File: config.mk
export PLATFORM = sky130hd
export DESIGN_NAME = trigger_io_video_embed
export DESIGN_NICKNAME = d
export VERILOG_FILES = /design/src/trigger_io_pkg.sv /design/src/trigger_chan_if.sv /design/src/trigger_decoder.sv /design/src/trigger_encoder.sv /design/src/trigger_io_video_embed.sv
export SDC_FILE = /design/constraint.sdc
export NUM_CORES = 1
export LEC_CHECK = 0
export ABC_AREA = 1
export BUFFER_PORTS_ARGS = -buffer_cell sky130_fd_sc_hd__buf_2
export CORE_MARGIN = 8
export CORE_UTILIZATION = 45
export DETAILED_ROUTE_END_ITERATION = 6
export GPL_TIMING_DRIVEN = 0
export HOLD_SLACK_MARGIN = 0.05
export PLACE_DENSITY = 0.72
export SYNTH_ARGS = -nofsm -noshare
export SYNTH_HDL_FRONTEND = slang
export SYNTH_HIERARCHICAL = 1
export SYNTH_SLANG_ARGS = --single-unit
File: constraint.sdc
create_clock -name CLK -period 1.35 [get_ports CLK]
set_input_delay 0.135 -clock CLK [delete_from_list [all_inputs] [get_ports CLK]]
set_output_delay 0.135 -clock CLK [all_outputs]
set_load 0.05 [all_outputs]
File: src/trigger_io_pkg.sv
// constants, types and the check code shared by the trigger embed design
//
// Behaviour
// - route low nibble, first register: codes 0-3 channel one, 4-7 channel two
// - route high nibble, first register: same eight codes choose output two source
// - second route register: low nibble output three, high nibble output four
// - valid trigger data on the set line drives outputs routed from it
// - asserted output is a high level; outside pull-up needed, open collector
// - inputs assert by closing to ground, then get encoded on the video line
// - embedding line defaults to 13 for every format, and is software settable
// - polarity bits 0-3 set input assertion polarity; zero is active low default
// - polarity bits 4-7 set polarity written into video; zero active low default
// - insertion control bit 7 enables trigger data into that channel's video
// - trigger state goes out in the very frame in which the input changed
// - check code travels with the data; corrupted words are rejected on receive
package trigger_io_pkg;

	// ----------------------------------------------------------------
	// register indices (byte address is four times the index)
	// ----------------------------------------------------------------
	localparam int IDX_W = 10;
	localparam logic [9:0] IDX_POL_A = 10'h00F;
	localparam logic [9:0] IDX_INS_A = 10'h012;
	localparam logic [9:0] IDX_POL_B = 10'h02F;
	localparam logic [9:0] IDX_INS_B = 10'h032;
	localparam logic [9:0] IDX_ROUTE_12 = 10'h0FE;
	localparam logic [9:0] IDX_ROUTE_34 = 10'h0FF;
	localparam logic [9:0] IDX_LINE_A = 10'h040;
	localparam logic [9:0] IDX_LINE_B = 10'h041;
	localparam logic [9:0] IDX_STATUS = 10'h042;

	// ----------------------------------------------------------------
	// field positions and reset values
	// ----------------------------------------------------------------
	localparam int INS_TX_BIT = 7;
	localparam int POL_RX_LSB = 0;
	localparam int POL_TX_LSB = 4;
	localparam int STAT_GPI_LSB = 0;
	localparam int STAT_RXA_LSB = 4;
	localparam int STAT_RXB_LSB = 8;
	localparam int STAT_ERR_LSB = 12;
	localparam int RST_LINE = 13;
	localparam logic [7:0] RST_POL = 8'h00;
	localparam logic [7:0] RST_INS = 8'h00;
	localparam logic [7:0] RST_ROUTE_12 = 8'h10;
	localparam logic [7:0] RST_ROUTE_34 = 8'h32;
	localparam int TRIG_N = 4;
	localparam int CHAN_N = 2;

	// ----------------------------------------------------------------
	// bus slave states
	// ----------------------------------------------------------------
	typedef enum logic [1:0] {
		BUS_IDLE = 2'h0,
		BUS_ACK = 2'h1
	} bus_state_t;

	// error check nibble sent beside the trigger nibble
	function automatic logic [3:0] trig_check(input logic [3:0] d);
		return {~d[0], d[3] ^ d[2], ~(d[1] ^ d[3]), ^d};
	endfunction

endpackage

File: src/trigger_chan_if.sv
// per-channel link between the register block and the stream encoder and decoder
`timescale 1ns/1ps
interface trigger_chan_if #(parameter int LW = 11);
	logic [LW-1:0] embed_line;
	logic tx_on;
	logic [3:0] tx_pol;
	logic [3:0] trig_now;
	logic line_start;
	logic [LW-1:0] line;
	logic tx_valid;
	logic [7:0] tx_data;
	logic rx_valid;
	logic [LW-1:0] rx_line;
	logic [7:0] rx_data;
	logic [3:0] rx_trig;
	logic bad_word;

	modport ctl (
		output embed_line, tx_on, tx_pol, trig_now, line_start, line,
		output rx_valid, rx_line, rx_data,
		input tx_valid, tx_data, rx_trig, bad_word
	);
	modport enc (
		input embed_line, tx_on, tx_pol, trig_now, line_start, line,
		output tx_valid, tx_data
	);
	modport dec (
		input embed_line, tx_pol, rx_valid, rx_line, rx_data,
		output rx_trig, bad_word
	);
endinterface

File: src/trigger_decoder.sv
// recovers trigger states from the embedding line of incoming video
`timescale 1ns/1ps
module trigger_decoder
	import trigger_io_pkg::*;
#(
	parameter int LW = 11
) (
	input wire logic clk,
	input wire logic rst,
	trigger_chan_if.dec ch
);
	import trigger_io_pkg::*;

	typedef struct packed {
		logic [3:0] rx_trig;
		logic bad_word;
	} dec_state_t;

	dec_state_t cur;
	dec_state_t next_cur;

	always_comb begin
		next_cur = cur;
		next_cur.bad_word = 1'b0;
		if (ch.rx_valid && ch.rx_line == ch.embed_line) begin
			// a damaged word leaves the previous states untouched
			if (ch.rx_data[7:4] == trig_check(ch.rx_data[3:0])) begin
				next_cur.rx_trig = ch.rx_data[3:0] ~^ ch.tx_pol;
			end else begin
				next_cur.bad_word = 1'b1;
			end
		end
	end

	always_ff @(posedge clk) begin
		if (rst) begin
			cur <= '0;
		end else begin
			cur <= next_cur;
		end
	end

	assign ch.rx_trig = cur.rx_trig;
	assign ch.bad_word = cur.bad_word;
endmodule

File: src/trigger_encoder.sv
// places one check-protected trigger word on the embedding line of outgoing video
`timescale 1ns/1ps
module trigger_encoder
	import trigger_io_pkg::*;
#(
	parameter int LW = 11
) (
	input wire logic clk,
	input wire logic rst,
	trigger_chan_if.enc ch
);
	import trigger_io_pkg::*;

	typedef struct packed {
		logic tx_valid;
		logic [7:0] tx_data;
	} enc_state_t;

	enc_state_t cur;
	enc_state_t next_cur;
	logic [3:0] coded;

	always_comb begin
		// live state at the embed line keeps the change in its own frame
		coded = ch.trig_now ~^ ch.tx_pol;
		next_cur = cur;
		next_cur.tx_valid = 1'b0;
		if (ch.line_start && ch.line == ch.embed_line && ch.tx_on) begin
			next_cur.tx_valid = 1'b1;
			next_cur.tx_data = {trig_check(coded), coded};
		end
	end

	always_ff @(posedge clk) begin
		if (rst) begin
			cur <= '0;
		end else begin
			cur <= next_cur;
		end
	end

	assign ch.tx_valid = cur.tx_valid;
	assign ch.tx_data = cur.tx_data;
endmodule

File: src/trigger_io_video_embed.sv
// top: register slave on APB, input capture, two video channels, output routing
`timescale 1ns/1ps
module trigger_io_video_embed
	import trigger_io_pkg::*;
#(
	parameter int LINE_W = 11
) (
	input wire logic CLK,
	input wire logic RST,
	input wire logic PSEL,
	input wire logic PENABLE,
	input wire logic PWRITE,
	input wire logic [11:0] PADDR,
	input wire logic [31:0] PWDATA,
	output logic [31:0] PRDATA,
	output logic PREADY,
	output logic PSLVERR,
	input wire logic [3:0] GPI_IN,
	output logic [3:0] GPO_OUT,
	input wire logic [1:0] VID_LINE_START,
	input wire logic [1:0][LINE_W-1:0] VID_LINE,
	output logic [1:0] TX_VALID,
	output logic [1:0][7:0] TX_DATA,
	input wire logic [1:0] RX_VALID,
	input wire logic [1:0][LINE_W-1:0] RX_LINE,
	input wire logic [1:0][7:0] RX_DATA
);
	import trigger_io_pkg::*;

	// ----------------------------------------------------------------
	// elaboration checks
	// ----------------------------------------------------------------
	if (LINE_W < 5 || LINE_W > 16) begin : g_bad_width
		$error("LINE_W must lie between 5 and 16");
	end

	// ----------------------------------------------------------------
	// state
	// ----------------------------------------------------------------
	typedef struct packed {
		bus_state_t bus;
		logic pready;
		logic pslverr;
		logic [31:0] prdata;
		logic [1:0][7:0] pol;
		logic [1:0][7:0] ins;
		logic [1:0][LINE_W-1:0] line;
		logic [1:0][7:0] route;
		logic [3:0] gpi;
		logic [3:0] gpo;
		logic [1:0] rx_err;
	} top_state_t;

	top_state_t cur;
	top_state_t next_cur;
	logic [1:0][3:0] rx_trig;
	logic [1:0] bad_word;
	logic [1:0] tx_valid;
	logic [1:0][7:0] tx_data;
	logic [IDX_W-1:0] idx;

	assign idx = PADDR[11:2];

	// ----------------------------------------------------------------
	// helpers
	// ----------------------------------------------------------------
	// undefined codes give a released output
	function automatic logic route_pick(input logic [3:0] code, input logic [1:0][3:0] rx);
		logic bit_out;
		bit_out = 1'b0;
		if (!code[3]) begin
			bit_out = rx[code[2]][code[1:0]];
		end
		return bit_out;
	endfunction

	// bit 32 flags a mapped index
	function automatic logic [32:0] reg_read(input logic [IDX_W-1:0] i, input top_state_t s);
		logic [32:0] r;
		r = '0;
		case (i)
			IDX_POL_A: r = {1'b1, 24'h000000, s.pol[0]};
			IDX_INS_A: r = {1'b1, 24'h000000, s.ins[0]};
			IDX_POL_B: r = {1'b1, 24'h000000, s.pol[1]};
			IDX_INS_B: r = {1'b1, 24'h000000, s.ins[1]};
			IDX_ROUTE_12: r = {1'b1, 24'h000000, s.route[0]};
			IDX_ROUTE_34: r = {1'b1, 24'h000000, s.route[1]};
			IDX_LINE_A: r = {1'b1, 32'(s.line[0])};
			IDX_LINE_B: r = {1'b1, 32'(s.line[1])};
			IDX_STATUS: begin
				r[32] = 1'b1;
				r[STAT_GPI_LSB +: 4] = s.gpi;
				r[STAT_RXA_LSB +: 4] = rx_trig[0];
				r[STAT_RXB_LSB +: 4] = rx_trig[1];
				r[STAT_ERR_LSB +: 2] = s.rx_err;
			end
			default: r = '0;
		endcase
		return r;
	endfunction

	// ----------------------------------------------------------------
	// channels
	// ----------------------------------------------------------------
	for (genvar c = 0; c < CHAN_N; c++) begin : g_chan
		trigger_chan_if #(.LW(LINE_W)) chan ();

		// pin equals its polarity bit when asserted; low closure is the default
		assign chan.trig_now = cur.gpi ~^ cur.pol[c][POL_RX_LSB +: 4];
		assign chan.embed_line = cur.line[c];
		assign chan.tx_on = cur.ins[c][INS_TX_BIT];
		assign chan.tx_pol = cur.pol[c][POL_TX_LSB +: 4];
		assign chan.line_start = VID_LINE_START[c];
		assign chan.line = VID_LINE[c];
		assign chan.rx_valid = RX_VALID[c];
		assign chan.rx_line = RX_LINE[c];
		assign chan.rx_data = RX_DATA[c];
		assign rx_trig[c] = chan.rx_trig;
		assign bad_word[c] = chan.bad_word;
		assign tx_valid[c] = chan.tx_valid;
		assign tx_data[c] = chan.tx_data;

		trigger_encoder #(.LW(LINE_W)) u_enc (
			.clk(CLK),
			.rst(RST),
			.ch(chan.enc)
		);

		trigger_decoder #(.LW(LINE_W)) u_dec (
			.clk(CLK),
			.rst(RST),
			.ch(chan.dec)
		);
	end

	// ----------------------------------------------------------------
	// next state
	// ----------------------------------------------------------------
	always_comb begin
		logic [32:0] rd;
		logic take_wr;
		rd = reg_read(idx, cur);
		take_wr = 1'b0;
		next_cur = cur;
		next_cur.gpi = GPI_IN;

		// output routing; high level means asserted
		for (int k = 0; k < TRIG_N; k++) begin
			next_cur.gpo[k] = route_pick(cur.route[k / 2][(k % 2) * 4 +: 4], rx_trig);
		end

		// zero-wait-state slave: answer follows the setup cycle
		case (cur.bus)
			BUS_IDLE: begin
				next_cur.pready = 1'b0;
				next_cur.pslverr = 1'b0;
				if (PSEL && !PENABLE) begin
					next_cur.bus = BUS_ACK;
					next_cur.pready = 1'b1;
					next_cur.pslverr = ~rd[32];
					next_cur.prdata = PWRITE ? 32'h00000000 : rd[31:0];
				end
			end
			BUS_ACK: begin
				next_cur.bus = BUS_IDLE;
				next_cur.pready = 1'b0;
				next_cur.pslverr = 1'b0;
				take_wr = PSEL && PENABLE && PWRITE && !cur.pslverr;
			end
			default: begin
				next_cur.bus = BUS_IDLE;
				next_cur.pready = 1'b0;
				next_cur.pslverr = 1'b0;
			end
		endcase

		if (take_wr) begin
			case (idx)
				IDX_POL_A: next_cur.pol[0] = PWDATA[7:0];
				IDX_INS_A: next_cur.ins[0] = PWDATA[7:0];
				IDX_POL_B: next_cur.pol[1] = PWDATA[7:0];
				IDX_INS_B: next_cur.ins[1] = PWDATA[7:0];
				IDX_ROUTE_12: next_cur.route[0] = PWDATA[7:0];
				IDX_ROUTE_34: next_cur.route[1] = PWDATA[7:0];
				IDX_LINE_A: next_cur.line[0] = PWDATA[LINE_W-1:0];
				IDX_LINE_B: next_cur.line[1] = PWDATA[LINE_W-1:0];
				IDX_STATUS: next_cur.rx_err = cur.rx_err & ~PWDATA[STAT_ERR_LSB +: 2];
				default: next_cur.rx_err = next_cur.rx_err;
			endcase
		end

		// a rejected word in the clearing cycle still leaves its flag set
		next_cur.rx_err = next_cur.rx_err | bad_word;
	end

	// ----------------------------------------------------------------
	// registers
	// ----------------------------------------------------------------
	always_ff @(posedge CLK) begin
		if (RST) begin
			cur.bus <= BUS_IDLE;
			cur.pready <= 1'b0;
			cur.pslverr <= 1'b0;
			cur.prdata <= 32'h00000000;
			cur.pol <= {RST_POL, RST_POL};
			cur.ins <= {RST_INS, RST_INS};
			cur.line <= {LINE_W'(RST_LINE), LINE_W'(RST_LINE)};
			cur.route <= {RST_ROUTE_34, RST_ROUTE_12};
			cur.gpi <= 4'hF;
			cur.gpo <= 4'h0;
			cur.rx_err <= 2'h0;
		end else begin
			cur <= next_cur;
		end
	end

	assign PRDATA = cur.prdata;
	assign PREADY = cur.pready;
	assign PSLVERR = cur.pslverr;
	assign GPO_OUT = cur.gpo;
	assign TX_VALID = tx_valid;
	assign TX_DATA = tx_data;
endmodule

* Word level (Yosys, flattened, before mapping)
Index checks and enable logic that the tools add are counted.
** Word-level totals
- Register bits after elaboration :: 143
- Output and inout bits :: 56
- Word-level logic and storage cells :: 143
** Operators by class
- Order comparisons :: 8
- Eq/ne operators :: 15
- Mux-type cells :: 27
- Bitwise operators :: 30
- Reductions and logical operators :: 37
** Operators with widths (count)
- $pmux 14 s9 :: 1
- $eq 11x11->1 :: 4
- $mux 34 :: 1
- $mux 4 :: 8
- $eq 10x7->1 const B :: 3
- $xnor 4x4->4 :: 6
- $reduce_and 2->1 :: 11
- $eq 10x6->1 const B :: 2
- $eq 10x8->1 const B :: 2
- $mux 9 :: 2
- $reduce_xor 4->1 :: 4
- $mux 14 :: 1
- $reduce_or 2->1 :: 7
- $not 1->1 :: 13
- $lt 2x3->1 const B :: 4
- $eq 10x4->1 const B :: 1
- $eq 10x5->1 const B :: 1
- $logic_and 1x1->1 :: 10
- $reduce_or 9->1 :: 1
- $bmux 1 s2 :: 4
- $eq 4x4->1 :: 2
- $lt 1x2->1 const B :: 4
- $mux 1 :: 8
- $xor 1x1->1 :: 8
- other kinds (7) :: 9

* Depth between registers and ports, before layout
- Depth in word-level cells :: 6
- Mapped depth :: 12
- Gate-level depth less buffers :: 12

* Hierarchy
The synthesis kept the hierarchy.
** By module, submodules not included
- trigger_io_video_embed :: instances 1, cells each 696, area each 4936.0 um^2
- trigger_encoder :: instances 2, cells each 143, area each 744.5 um^2
- trigger_decoder :: instances 2, cells each 141, area each 693.2 um^2

* Worst setup path after synthesis
No wires, ideal clock.
- Path type :: register to register
- From :: register cur (netlist bit PSLVERR)
- To :: register cur (netlist bit g_chan[0].chan.embed_line[7])
- Library setup time :: 71 ps
- Data arrival time :: 1671 ps
- Required time :: 1279 ps
- Setup slack :: -392 ps
- Stages on the path, launching flop included :: 8
- Clock period less this slack :: 1742 ps
- Cell sequence :: dfxtp_1 -> nor2_1 -> nand2_2 -> inv_1 -> nand3_1 -> clkbuf_1 -> nand2_1 -> a21oi_1
** Between the ends
- Word-level cells in the longest chain between the ends :: 4
** Ends and longest elaborated chain
- start: declaration :: line trigger_io_video_embed.sv:54 : top_state_t cur;
- start signal: assignment :: line trigger_io_video_embed.sv:213 : cur <= next_cur;
- $logic_not 1->1 :: line trigger_io_video_embed.sv:168 : take_wr = PSEL && PENABLE && PWRITE && !cur.pslverr;
- $logic_and 1x1->1 :: line trigger_io_video_embed.sv:168
- $mux 1 :: line trigger_io_video_embed.sv:153 : case (cur.bus)
- $reduce_and 2->1 (no line)
No other way between the ends.
A chain may end at the register's enable or synchronous reset.

* Worst setup path after layout
- From :: register cur (netlist bit PSLVERR)
- To :: register cur[50] (netlist bit)
Same word-level chain as after synthesis.

==> impl_metrics.env <==
export IMPL_io_buffer_count=133
export IMPL_slowest_delay_ns=0.35
export IMPL_syn_avg_cell_area_sq_um=6.18
export IMPL_min_path_type="in -> reg"
export IMPL_instances_no_fill=1716
export IMPL_final_nets=1595
export IMPL_rows=48
export IMPL_synth_warnings=6
export IMPL_vias_per_cell=5.05
export IMPL_seq_area_sq_um=2620
export IMPL_worstPathArrival_ns=1.73
export IMPL_min_period_over_period_pct=105
export IMPL_fp_coreArea_sq_um=17100
export IMPL_antenna_found_initial=0
export IMPL_grt_setup_unrepaired="yes"
export IMPL_cts_buffer_depth=2
export IMPL_grt_pass1_vias=8040
export IMPL_n_antenna_cell=0
export IMPL_drc_errors=0
export IMPL_worst_path_max_fanout=7
export IMPL_netlist_area_sq_um=7810
export IMPL_finalSetupViolCount=19
export IMPL_via_count=8671
export IMPL_cap_violations=0
export IMPL_synthFlopType="dfxtp_1"
export IMPL_hold_viol=0
export IMPL_p_sw_uw=2500
export IMPL_multi_input_area_sq_um=4690
export IMPL_top_level_ports=173
export IMPL_seq_area_frac_synth_pct=32.0
export IMPL_setup_worst_path_class="reg -> reg"
export IMPL_cts_tree="yes"
export IMPL_crit_buf_inv=2
export IMPL_grt_max_degree=17
export IMPL_clkPwrFrac_pct=50.0
export IMPL_synthArstFlopShare_pct=0
export IMPL_drtIter0Drc=713
export IMPL_cp_end_kind="flip-flop"
export IMPL_tightest_slew_ns=0.578
export IMPL_path_clk_slew_ns=0.06
export IMPL_grt_pass1_wl_um=41100
export IMPL_fin_ws_ns=-0.0651
export IMPL_initial_utilization_pct=45.6
export IMPL_die_w_um=148
export IMPL_placedCellCount=1639
export IMPL_layout_commonest_cell="nand2_1"
export IMPL_pwr_share_comb_pct=11.6
export IMPL_cts_root_buf="clkbuf_16"
export IMPL_p_per_area_nw_per_um2=911
export IMPL_synth_edf_count=0
export IMPL_post_dp_hpwl_um=20200
export IMPL_swShare_pct=26.2
export IMPL_h_tree_depth=4
export IMPL_required_ns=1.67
export IMPL_layout_common_cells="nand2_1, inv_1, buf_2"
export IMPL_gp_congestion=1.01
export IMPL_fin_worst_skew_ns=0.00849
export IMPL_drive_gt1_share_pct=30.4
export IMPL_cts_buffers=17
export IMPL_layout_min_cycle_time_ns=1.42
export IMPL_worstSkewPairLatency_ns=0.43
export IMPL_maxSlewHeadroom_pct=61.5
export IMPL_syn_to_final_growth_pct=34.3
export IMPL_routed_wirelength_um=27200
export IMPL_fin_util_pct=61.3
export IMPL_tns_ns=-0.357
export IMPL_drt_antenna_violating_nets=0
export IMPL_synth_seq_cells=125
export IMPL_grt_ovfl_total=0
export IMPL_firstDrtPassIters=6
export IMPL_final_max_slew_violation_count=0
export IMPL_slowest_stage="dfxtp_4"
export IMPL_synthDistinctLibCells=38
export IMPL_p_leak_uw=0.00523
export IMPL_die_y_um=148
export IMPL_die_area_sq_um=21800
export IMPL_cp_start_kind="flip-flop"
export IMPL_cp_top_family="simple AND/OR/NAND/NOR gates"
export IMPL_crit_path_cell_trace="nor2_4 > nand2_4 > buf_6 > nor2_4 > buf_6 > nor2_1 > a211oi_1"
export IMPL_fillers=1595
export IMPL_fmax_mhz=707
export IMPL_violations="setup timing"
export IMPL_seqPwrFrac_pct=38.4
export IMPL_syn_inst=1264
export IMPL_wire_per_inst_um=15.8
export IMPL_status="finished with violations"
export IMPL_p_int_uw=7060
export IMPL_ir_drop_mv=0.830
export IMPL_track_usage_pct=23.9
export IMPL_cts_sinks=125
## synth_stat cells, types with 12 or more instances
cell | number | area share (%)
nand2_1 | 370 | 18
inv_1 | 189 | 9.1
nor2_1 | 143 | 6.9
dfxtp_1 | 125 | 32
nand3_1 | 92 | 5.9
a21oi_1 | 75 | 4.8
o21ai_0 | 46 | 2.9
buf_4 | 43 | 4.1
nand4_1 | 22 | 1.8
clkbuf_1 | 16 | 0.77
xor2_1 | 16 | 1.8
a211oi_1 | 14 | 1.3
xnor2_1 | 14 | 1.6
o211ai_1 | 12 | 1.2
## sequential cells by signal, summed over array words and instances (netlist names)
name and flops:
g_chan.u_dec/ch.bad_word 2, cur 55, g_chan.u_enc/ch.tx_valid 2, g_chan.u_dec/ch.rx_trig 8, GPO_OUT 4, PSLVERR 1, PRDATA 14, g_chan.chan.embed_line 22
PREADY 1, g_chan.u_enc/ch.tx_data 16
## metal layers
metal,part of all wire [%],track usage [%]
met1,42,28.7
met2,48,39.7
met3,6.3,5.23
met4,4.1,11.9
met5,0,0
## metrics by stage
stage | instance area [sq um] | total power, uW | worst slack [ns] | hold WS, ns
after floorplan | 7910 | 4410 | -0.00661 | 0.204
after global routing | 10500 | 9900 | -0.163 | 0.0587
after global placement | 8850 | 4740 | -0.483 | 0.321
after CTS | 9890 | 9540 | -0.0696 | 0.0500
final | 10500 | 9560 | -0.0651 | 0.0598
after detailed placement | 8850 | 4750 | -0.489 | 0.322
## final timing paths
check / slack, ns / endpoint / startpoint / cells after the start
setup / recovery: -0.07 / cur[50]$_SDFFE_PP0P_ / PSLVERR$_SDFF_PP0_ / 7
hold / removal: 0.06 / cur[1]$_SDFF_PP0_ / PWDATA[13] / 4
setup reg to reg: -0.07 / cur[50]$_SDFFE_PP0P_ / PSLVERR$_SDFF_PP0_ / 7
hold reg to reg: 0.44 / cur[1]$_SDFF_PP0_ / g_chan[1].u_dec/ch.bad_word$_SDFF_PP0_ / 2
## tightest hold or removal path, delay by kind of cell
kind            cells  cell delay (ns)
simple gates        2             0.15
buf+inv             1             0.10
compound gates      1             0.06
## logic make-up after synthesis
family                    after synthesis  share of synthesized area, %
AOI/OAI and AO/OA                     165                          12.1
xor gates and xnor gates               30                          3.36
buffers and inverters                 265                          15.1
DFF                                   125                          32.0
other                                   1                        0.0480
and+or+nand+nor                       678                          37.4
## power by group through the flow
| stage | combinational (uW) | clock (uW) | sequential [uW] |
|---|---|---|---|
| after CTS | 1010 | 4830 | 3700 |
| after detailed placement | 956 | 0 | 3790 |
| after global routing | 1210 | 5020 | 3670 |
| final | 1110 | 4780 | 3670 |
| after global placement | 946 | 0 | 3790 |
| after floorplan | 610 | 0 | 3800 |
## what timing repair did
action / in CTS / in global routing
pin swaps: 9 / 64
setup endpoints to repair: 77 / 90
resized for setup: 86 / 145
setup buffers: 7 / 21
hold buffers: 12 / 0
gates cloned: 2 / 3
hold endpoints to repair: 17 / 0
## final cells by class
| cell class | instances | area share (%) |
|---|---|---|
| tap | 225 | 2.68 |
| multi-input combinational | 891 | 44.7 |
| inverter | 198 | 7.13 |
| sequential | 125 | 24.9 |
| buffer | 67 | 4.63 |
| clock inverter | 12 | 1.53 |
| clock buffer | 20 | 4.36 |
| timing repair buffer | 178 | 10.1 |
(Power assumes the default switching activity.)
